$ cat src/pmcs_pkg.sv
// Constants for the peripheral and midrange chip-select block.
// Assumes a Wishbone byte address and 16-bit registers in the low lanes.
`default_nettype none
package pmcs_pkg;
	// ****************************************
	// Register byte offsets and reset value
	// ****************************************
	localparam logic [7:0] PMCS_OFF_PBASE = 8'ha4;
	localparam logic [7:0] PMCS_OFF_AUX = 8'ha8;
	localparam logic [7:0] PMCS_OFF_MID = 8'hac;
	localparam logic [7:0] PMCS_OFF_STAT = 8'hb0;
	localparam logic [15:0] PMCS_RST_REG = 16'h0000;
	// ****************************************
	// Field positions
	// ****************************************
	localparam int PMCS_BSZ_LO = 8;
	localparam int PMCS_BSZ_W = 7;
	localparam int PMCS_BIT_PIN = 7;
	localparam int PMCS_BIT_MEM = 6;
	localparam int PMCS_BIT_EXT = 3;
	localparam int PMCS_BIT_IGN = 2;
	localparam int PMCS_PBASE_LO = 7;
	localparam int PMCS_MBASE_LO = 9;
	localparam int PMCS_BIT_WHOLE = 0;
	localparam int PMCS_MID_SHIFT0 = 13;
	localparam int PMCS_SLOT_LO = 8;
	localparam logic [2:0] PMCS_SLOT_LAST_LOW = 3'h3;
	localparam logic [2:0] PMCS_SLOT_UP5 = 3'h5;
	localparam logic [2:0] PMCS_SLOT_UP6 = 3'h6;
	// ****************************************
	// Wait-state encoding
	// ****************************************
	function automatic logic [3:0] pmcs_wait(input logic ext, input logic [1:0] code);
		logic [3:0] w;
		w = {2'h0, code};
		if (ext) begin
			unique case (code)
				2'h0: w = 4'h5;
				2'h1: w = 4'h7;
				2'h2: w = 4'h9;
				2'h3: w = 4'hf;
			endcase
		end
		return w;
	endfunction
endpackage
`default_nettype wire

$ cat src/pmcs_chip_select.sv
// Peripheral and midrange chip-select decode with its register file.
// Assumes a classic Wishbone master on mclk and a bus-cycle front end on
// the same clock that pulses bus_addr_latch in the multiplexed address phase.
// Notes on behaviour
// block size field is one-hot, lowest bit 8K, doubling to 512K.
// four midrange selects each cover one consecutive quarter of the block.
// software sets exactly one block size bit, else midrange selects undefined.
// whole-block option makes midrange select 0 cover the entire block.
// pin function 1 gives two upper chip selects, 0 gives A1 and A2.
// address mode pins drive latched A2/A1 after any auxiliary register access.
// memory space bit picks memory cycles or 64K I/O cycles.
// auxiliary ready-ignore bit governs upper selects; waits still inserted.
// auxiliary wait bits add zero to three waits to upper selects.
// each peripheral select spans 256 bytes; slot four is reserved.
// peripheral selects follow multiplexed address phase timing.
// peripheral selects stay off until both registers are written.
// base register bits 15 to 7 give address bits 19 to 11.
// software keeps base bits 19 to 16 zero for I/O mapping.
// extend bit turns codes into 5, 7, 9 or 15 waits.
// base register ready-ignore bit governs lower selects.
// software avoids peripheral overlap with other memory selects.
// software writes ones to auxiliary reserved bits.
// software aligns midrange base to the block size.
// select is low for the whole matching bus cycle, high otherwise.
//
// Local design decision: register access over Wishbone.
`timescale 1ns/1ps
`default_nettype none
module pmcs_chip_select
	import pmcs_pkg::*;
#(
	parameter int WB_ADDR_W = 8
) (
	input wire logic mclk,
	input wire logic reset,
	input wire logic wb_cyc_i,
	input wire logic wb_stb_i,
	input wire logic wb_we_i,
	input wire logic [WB_ADDR_W-1:0] wb_adr_i,
	input wire logic [3:0] wb_sel_i,
	input wire logic [31:0] wb_dat_i,
	output logic [31:0] wb_dat_o,
	output logic wb_ack_o,
	input wire logic bus_cycle_active,
	input wire logic bus_addr_latch,
	input wire logic bus_is_io,
	input wire logic [19:0] bus_addr,
	input wire logic ext_ready_pin,
	output logic [3:0] midrange_select_outputs_n,
	output logic [3:0] lower_peripheral_selects_n,
	output logic [1:0] upper_peripheral_selects_n,
	output logic cycle_ready
);
	// The register decode reads eight address bits, so a narrower bus cannot work.
	if (WB_ADDR_W < 8) begin : g_bad_width
		$error("WB_ADDR_W must be at least 8");
	end

	// ****************************************
	// Register file
	// ****************************************
	logic [15:0] pbase_reg;
	logic [15:0] aux_reg;
	logic [15:0] mid_reg;
	logic pbase_wr_reg;
	logic aux_wr_reg;
	logic aux_acc_reg;
	logic mid_wr_reg;
	logic [3:0] wait_cnt_reg;
	logic wait_ign_reg;
	logic wait_on_reg;
	logic rdy_s1_reg;
	logic rdy_s2_reg;
	logic req;
	logic wr;
	logic [7:0] adr;
	logic [15:0] rd_data;

	assign req = wb_cyc_i && wb_stb_i && !wb_ack_o;
	assign wr = req && wb_we_i;
	assign adr = wb_adr_i[7:0];

	function automatic logic [15:0] merge(input logic [15:0] old, input logic [31:0] d,
		input logic [3:0] s);
		return {s[1] ? d[15:8] : old[15:8], s[0] ? d[7:0] : old[7:0]};
	endfunction

	always_ff @(posedge mclk or posedge reset) begin
		if (reset) begin
			pbase_reg <= PMCS_RST_REG;
			aux_reg <= PMCS_RST_REG;
			mid_reg <= PMCS_RST_REG;
		end else if (wr) begin
			if (adr == PMCS_OFF_PBASE) begin
				pbase_reg <= merge(pbase_reg, wb_dat_i, wb_sel_i);
			end
			if (adr == PMCS_OFF_AUX) begin
				aux_reg <= merge(aux_reg, wb_dat_i, wb_sel_i);
			end
			if (adr == PMCS_OFF_MID) begin
				mid_reg <= merge(mid_reg, wb_dat_i, wb_sel_i);
			end
		end
	end

	// Activation flags never clear; only reset returns the pins to idle.
	always_ff @(posedge mclk or posedge reset) begin
		if (reset) begin
			pbase_wr_reg <= 1'b0;
			aux_wr_reg <= 1'b0;
			aux_acc_reg <= 1'b0;
			mid_wr_reg <= 1'b0;
		end else begin
			if (wr && adr == PMCS_OFF_PBASE) begin
				pbase_wr_reg <= 1'b1;
			end
			if (wr && adr == PMCS_OFF_AUX) begin
				aux_wr_reg <= 1'b1;
			end
			if (req && adr == PMCS_OFF_AUX) begin
				aux_acc_reg <= 1'b1;
			end
			if (wr && adr == PMCS_OFF_MID) begin
				mid_wr_reg <= 1'b1;
			end
		end
	end

	always_comb begin
		rd_data = 16'h0000;
		unique case (adr)
			PMCS_OFF_PBASE: rd_data = pbase_reg;
			PMCS_OFF_AUX: rd_data = aux_reg;
			PMCS_OFF_MID: rd_data = mid_reg;
			PMCS_OFF_STAT: rd_data = {8'h00, wait_cnt_reg, mid_wr_reg, aux_acc_reg,
				aux_wr_reg, pbase_wr_reg};
			default: rd_data = 16'h0000;
		endcase
	end

	// Every access, mapped or not, is acknowledged one cycle after the request.
	always_ff @(posedge mclk or posedge reset) begin
		if (reset) begin
			wb_ack_o <= 1'b0;
			wb_dat_o <= 32'h0000_0000;
		end else begin
			wb_ack_o <= req;
			wb_dat_o <= req ? {16'h0000, rd_data} : 32'h0000_0000;
		end
	end

	// ****************************************
	// Address decode
	// ****************************************
	logic periph_on;
	logic pin_sel;
	logic space_ok;
	logic pbase_hit;
	logic [2:0] slot;
	logic mid_blk;
	logic [1:0] mid_q;
	logic [3:0] low_next;
	logic [1:0] up_next;
	logic [3:0] mid_next;

	assign periph_on = pbase_wr_reg && aux_wr_reg;
	assign pin_sel = aux_reg[PMCS_BIT_PIN];
	assign space_ok = aux_reg[PMCS_BIT_MEM] ? !bus_is_io : bus_is_io;
	assign pbase_hit = bus_addr[19:11] == pbase_reg[15:PMCS_PBASE_LO];
	assign slot = bus_addr[PMCS_SLOT_LO +: 3];

	// The block is compared above its size bit and the quarter taken just below.
	always_comb begin
		mid_blk = 1'b0;
		mid_q = 2'h0;
		for (int k = 0; k < PMCS_BSZ_W; k++) begin
			if (aux_reg[PMCS_BSZ_LO + k]) begin
				mid_blk = (bus_addr >> (PMCS_MID_SHIFT0 + k)) ==
					({mid_reg[15:PMCS_MBASE_LO], 13'h0000} >> (PMCS_MID_SHIFT0 + k));
				mid_q = bus_addr[PMCS_MID_SHIFT0 - 2 + k +: 2];
			end
		end
	end

	always_comb begin
		low_next = 4'hf;
		up_next = 2'h3;
		mid_next = 4'hf;
		if (periph_on && space_ok && pbase_hit) begin
			if (slot <= PMCS_SLOT_LAST_LOW) begin
				low_next[slot[1:0]] = 1'b0;
			end
			if (pin_sel && slot == PMCS_SLOT_UP5) begin
				up_next[0] = 1'b0;
			end
			if (pin_sel && slot == PMCS_SLOT_UP6) begin
				up_next[1] = 1'b0;
			end
		end
		if (aux_acc_reg && !pin_sel) begin
			up_next = {bus_addr[2], bus_addr[1]};
		end
		if (mid_wr_reg && aux_acc_reg && !bus_is_io && mid_blk) begin
			mid_next[mid_q] = 1'b0;
			if (mid_reg[PMCS_BIT_WHOLE]) begin
				mid_next[0] = 1'b0;
			end
		end
	end

	// Selects change one cycle after the multiplexed address phase strobe and
	// hold until the bus cycle ends, so they never lead the AD bus.
	always_ff @(posedge mclk or posedge reset) begin
		if (reset) begin
			lower_peripheral_selects_n <= 4'hf;
			upper_peripheral_selects_n <= 2'h3;
			midrange_select_outputs_n <= 4'hf;
		end else if (bus_addr_latch) begin
			lower_peripheral_selects_n <= low_next;
			upper_peripheral_selects_n <= up_next;
			midrange_select_outputs_n <= mid_next;
		end else if (!bus_cycle_active) begin
			lower_peripheral_selects_n <= 4'hf;
			midrange_select_outputs_n <= 4'hf;
			if (pin_sel || !aux_acc_reg) begin
				upper_peripheral_selects_n <= 2'h3;
			end
		end
	end

	// ****************************************
	// Wait states and ready
	// ****************************************
	always_ff @(posedge mclk or posedge reset) begin
		if (reset) begin
			rdy_s1_reg <= 1'b0;
			rdy_s2_reg <= 1'b0;
		end else begin
			rdy_s1_reg <= ext_ready_pin;
			rdy_s2_reg <= rdy_s1_reg;
		end
	end

	always_ff @(posedge mclk or posedge reset) begin
		if (reset) begin
			wait_cnt_reg <= 4'h0;
			wait_ign_reg <= 1'b0;
			wait_on_reg <= 1'b0;
		end else if (bus_addr_latch) begin
			wait_on_reg <= (low_next != 4'hf) || (pin_sel && up_next != 2'h3);
			if (low_next != 4'hf) begin
				wait_cnt_reg <= pmcs_wait(pbase_reg[PMCS_BIT_EXT], pbase_reg[1:0]);
				wait_ign_reg <= pbase_reg[PMCS_BIT_IGN];
			end else begin
				wait_cnt_reg <= {2'h0, aux_reg[1:0]};
				wait_ign_reg <= aux_reg[PMCS_BIT_IGN];
			end
		end else if (!bus_cycle_active) begin
			wait_on_reg <= 1'b0;
			wait_cnt_reg <= 4'h0;
		end else if (wait_cnt_reg != 4'h0) begin
			wait_cnt_reg <= wait_cnt_reg - 4'h1;
		end
	end

	always_ff @(posedge mclk or posedge reset) begin
		if (reset) begin
			cycle_ready <= 1'b0;
		end else begin
			cycle_ready <= wait_on_reg && bus_cycle_active && !bus_addr_latch &&
				wait_cnt_reg == 4'h0 && (wait_ign_reg || rdy_s2_reg);
		end
	end

	// ****************************************
	// Checks
	// ****************************************
	a_off_until_both: assert property (@(posedge mclk) disable iff (reset)
		!periph_on |-> ##1 lower_peripheral_selects_n == 4'hf)
		else $error("peripheral select active before both registers written");
	a_low_slot_hit: assert property (@(posedge mclk) disable iff (reset)
		bus_addr_latch && periph_on && space_ok && pbase_hit && slot == 3'h2
		|=> lower_peripheral_selects_n == 4'hb)
		else $error("lower select two not asserted for its slot");
	a_reserved_slot: assert property (@(posedge mclk) disable iff (reset)
		bus_addr_latch && slot == 3'h4 |=> lower_peripheral_selects_n == 4'hf)
		else $error("select asserted in reserved slot");
	a_wrong_space: assert property (@(posedge mclk) disable iff (reset)
		bus_addr_latch && !space_ok |=> lower_peripheral_selects_n == 4'hf)
		else $error("select asserted in wrong space");
	a_addr_pins: assert property (@(posedge mclk) disable iff (reset)
		bus_addr_latch && aux_acc_reg && !pin_sel
		|=> upper_peripheral_selects_n == $past(bus_addr[2:1]))
		else $error("address pins do not carry A2 A1");
	a_ext_waits: assert property (@(posedge mclk) disable iff (reset)
		bus_addr_latch && low_next != 4'hf && pbase_reg[3:0] == 4'hb
		|=> wait_cnt_reg == 4'hf)
		else $error("extended wait code 11b did not load 15");
	a_upper_waits: assert property (@(posedge mclk) disable iff (reset)
		bus_addr_latch && low_next == 4'hf && pin_sel && up_next != 2'h3
		|=> wait_cnt_reg == {2'h0, $past(aux_reg[1:0])})
		else $error("upper select wait count wrong");
	a_ready_mode: assert property (@(posedge mclk) disable iff (reset)
		cycle_ready |-> $past(wait_ign_reg) || $past(rdy_s2_reg))
		else $error("ready given without external ready");
	a_whole_block: assert property (@(posedge mclk) disable iff (reset)
		bus_addr_latch && mid_next != 4'hf && mid_reg[0] |=> !midrange_select_outputs_n[0])
		else $error("midrange select 0 not over whole block");
	a_sel_hold: assert property (@(posedge mclk) disable iff (reset)
		lower_peripheral_selects_n != 4'hf && bus_cycle_active && !bus_addr_latch
		|=> $stable(lower_peripheral_selects_n))
		else $error("select changed inside a bus cycle");
	c_lower_hit: cover property (@(posedge mclk) disable iff (reset)
		lower_peripheral_selects_n != 4'hf ##1 cycle_ready);
	c_upper_hit: cover property (@(posedge mclk) disable iff (reset)
		pin_sel && upper_peripheral_selects_n != 2'h3);
	c_mid_hit: cover property (@(posedge mclk) disable iff (reset)
		midrange_select_outputs_n[3] == 1'b0);
endmodule
`default_nettype wire

$ cat config.mk
export PLATFORM = sky130hd
export DESIGN_NAME = pmcs_chip_select
export DESIGN_NICKNAME = d
export VERILOG_FILES = /design/src/pmcs_pkg.sv /design/src/pmcs_chip_select.sv
export SDC_FILE = /design/constraint.sdc
export NUM_CORES = 1
export LEC_CHECK = 0
export BUFFER_PORTS_ARGS = -buffer_cell sky130_fd_sc_hd__buf_4
export CAP_MARGIN = 0
export CORE_AREA = 2 2 96 98
export DETAILED_ROUTE_END_ITERATION = 12
export DIE_AREA = 0 0 98 100
export GPL_ROUTABILITY_DRIVEN = 0
export GPL_TIMING_DRIVEN = 0
export PLACE_DENSITY = 0.86
export SLEW_MARGIN = 30
export SYNTH_ARGS = -nofsm -noshare
export SYNTH_HDL_FRONTEND = slang
export SYNTH_SLANG_ARGS = --single-unit
$ cat constraint.sdc
create_clock -name mclk -period 3.7 [get_ports mclk]
set_input_delay 1.11 -clock mclk [delete_from_list [all_inputs] [get_ports mclk]]
set_output_delay 1.11 -clock mclk [all_outputs]
set_load 0.01 [all_outputs]
==> run_results.csv <==
group,metric,value,unit
cts,postCtsSetupBuffers,0,
critical_path,timing.rr.end,"wait_cnt_reg[0]",
layout,antenna_cells,0,
drt,wl_met1,4430,um
placement,post-dp-hpwl,7650,um
critical_path,critPathMaxStageDelay,0.47,ns
grt,grt_pass1_vias,3373,
synthesis,netlist_area,4500,um^2
min_path,min_to,"rdy_s2_reg",
critical_path,start_kind,"input port",
power,power_frac_seq,0.519,
drt,wl_per_cell,17.5,um
power,p_sw_frac,0.254,
grt,grt_max_degree,57,
synthesis,avgSynthCellArea,11.7,um^2
min_path,min_path_type,"reg -> reg",
synthesis,synthCells,383,
synthesis,synthArstFlopShare,1.00,
synthesis,synth_edf_count,0,
sta,setup_viol_count_final,0,
cts,clock_latency,0.37,ns
layout,drive_above_1_share,0.417,
drt,first_pass_iters,5,
drt,routed.top_layer,"met4",
power,p_leak,2.61,nW
power,peakVddDrop,0.218,mV
synthesis,synth_flop_cell,"dfrtp_1",
die,start_util,0.506,
synthesis,ys_top_cells_by_count,"dfrtp_1 (78), mux2_2 (56), nor2_1 (27), buf_4 (17)",
layout,n_fill_cell,694,
min_path,min_path_cells,0,
power,switchingPower,480,uW
cts,postCtsHoldBufs,0,
placement,port_buffers,74,
synthesis,synth-seq-cells,88,
grt,grt_first_pass_wirelength,16700,um
sta,finalHoldViolCount,0,
synthesis,ys_seq_area_frac,0.492,
synthesis,synth_warnings,0,
die,core-area,8890,um^2
critical_path,path_max_fanout,10,
critical_path,reg2reg_depth,7,
cts,cts.repair.resized,0,
cts,numCtsBuffers,9,
critical_path,r2r_slack,1.69,ns
synthesis,yosysMostFrequentCell,"dfrtp_1",
sta,clock_skew,0.00900,ns
critical_path,cp.arrival,2.66,ns
drt,drt-total-wl,10500,um
layout,synthToLayoutAreaGrowth,22.2,%
grt,antenna_found_initial,0,
grt,grtUsageTotal,0.217,
drt,drcViolationCount,0,
synthesis,yosys.area.top_type,"dfrtp_1",
critical_path,cp_data_required_time,4.00,ns
die,io_pins,117,
cts,h-tree-depth,3,
critical_path,r2r_start,"wait_cnt_reg[0]",
synthesis,synth_top_area_frac,0.434,
critical_path,path_cells,"buf_4 > nor4b_4 > nand2_2 > buf_6 > nor3b_4 > a221oi_1 > nor2_1",
cts,cts_buffer_depth,2,
sta,tightest_slew,0.622,ns
critical_path,startpoint,"wb_adr_i[1]",
critical_path,critPathKind,"in -> reg",
synthesis,synth.distinct_cells,60,
power,combPwrFrac,0.103,
cts,cts.sinks,88,
sta,fin_setup_tns,0,ns
sta,fin_crit_sh,0.639,
power,p_total,1.89,mW
die,rows,35,
grt,overflow,0,
die,die-area,9800,um^2
sta,max_freq,0.423,GHz
drt,met3_length,682,um
critical_path,critical_path.endpoint_type,"flip-flop",
cts,clockRootBuffer,"clkbuf_8",
status,run_status,"complete, no violations",
layout,fin_nets,558,
run,drv_cap,0,
sta,slew_viol_final,0,
synthesis,synth_area_leaders,"dfrtp_1 (43%), mux2_2 (14%), dfstp_2 (5.8%), buf_4 (2.8%), a22oi_1 (2.7%)",
drt,ant_nets,0,
power,powerDensity,344,nW/um^2
min_path,hold_start,"rdy_s1_reg",
drt,drt-initial-drc-count,245,
power,clockPowerShare,0.377,
drt,wl_met2,5210,um
placement,place_inst,584,
cts,cts_tree,"yes",
critical_path,critPathSlowestCell,"nor3b_4",
drt,via_per_inst,5.64,
power,internal-power,1.41,mW
sta,min_period,2.36,ns
layout,final_cell_count_no_fill,600,
die,die_y,100,um
cts,clk_pin_slew_worst_paths,0.09,ns
drt,routed-via-count,3384,
sta,grt_setup_unrepaired,"no",
sta,slew_headroom,0.584,
die,fp.dieW,98,um
-- power by group through the flow --
stage,Combinational [mW],Clock (mW),Sequential (mW)
2_1_floorplan,0.110,0,0.999
3_3_place_gp,0.184,0,1.00
3_5_place_dp,0.195,0,1.00
4_1_cts,0.195,0.719,0.983
5_1_grt,0.214,0.761,0.985
6_report,0.196,0.714,0.983
-- metal layers --
| layer | vias to the layer above | track usage |
|---|---|---|
| met4 | 0 | 0.0780 |
| li1 | 1574 | - |
| met3 | 22 | 0.0425 |
| met1 | 1646 | 0.289 |
| met5 | - | 0 |
| met2 | 142 | 0.358 |
-- how the worst max path moves through the flow --
| stage | endpoint | slack, ns | cells after the start |
|---|---|---|---|
| floorplan | aux_acc_reg | 0.33 | 1 |
| global placement | wb_dat_o[5] | -0.62 | 2 |
| detailed placement | wb_dat_o[6] | 0.92 | 7 |
| CTS | wb_dat_o[6] | 1.32 | 7 |
| global route | wb_dat_o[0] | 1.23 | 7 |
| finish | wb_dat_o[6] | 1.34 | 7 |
-- layout by cell type, fill, tap and decap left out, drive strengths merged, types with 2 or more instances in the layout --
master	synthesis	layout
conb	1	16
xor2	10	10
a21o	2	2
clkbuf	5	16
nand3b	2	2
o22ai	2	2
and2b	2	2
nand2b	4	4
and3	2	2
a2111oi	3	3
nand3	8	8
o211ai	4	4
dfstp	10	10
nor2	28	28
nor2b	12	12
a221oi	8	8
a31o	3	3
nand4	4	4
inv	6	7
nor3b	3	3
mux2	56	56
nor3	17	17
a21oi	13	13
nor4	2	2
o21ai	7	7
a211o	2	2
o32a	2	2
o22a	2	2
a22oi	16	16
dfrtp	78	78
a211oi	4	4
nand2	15	15
xnor2	10	10
buf	27	102
clkinvlp	0	2
-- kinds of logic (layout without fill, tap and decap cells) --
logic type,count (synthesis),in the layout,synth area share
AOI/OAI and AO/OA,71,71,0.115
and+or+nand+nor,108,108,0.158
adders and majority gates,1,1,0.00278
muxes,56,56,0.140
xor gates and xnor gates,20,20,0.0389
buffers and inverters,38,129,0.0526
DFF,88,88,0.492
other,1,16,0.000833
-- layout make-up --
| type | count | area [um^2] | area share |
|---|---|---|---|
| repair buffers | 75 | 583 | 0.106 |
| well taps | 111 | 139 | 0.0253 |
| inverters | 6 | 27.5 | 0.00501 |
| clock inverters | 5 | 62.6 | 0.0114 |
| multi-input cells | 272 | 2100 | 0.383 |
| clock buffers | 11 | 151 | 0.0275 |
| plain buffers | 32 | 214 | 0.0389 |
| flip-flops and latches | 88 | 2210 | 0.403 |
-- critical path: cells and delay by family --
| family | cells | cell delay [ns] |
|---|---|---|
| AOI/OAI and AO/OA | 1 | 0.19 |
| and+or+nand+nor | 4 | 1.06 |
| buffers and inverters | 2 | 0.30 |
-- per-stage QoR --
stage                     hold slack, ns  area, um^2  utilization  setup WS, ns
after floorplan                    0.331        4560            -         0.328
after global placement             0.341        5250        0.591        -0.619
after detailed placement           0.336        5280        0.594         0.924
after CTS                          0.358        5500        0.618          1.32
after global routing               0.365        5500        0.618          1.23
final                              0.357        5500        0.618          1.34
(Power assumes the default switching activity.)
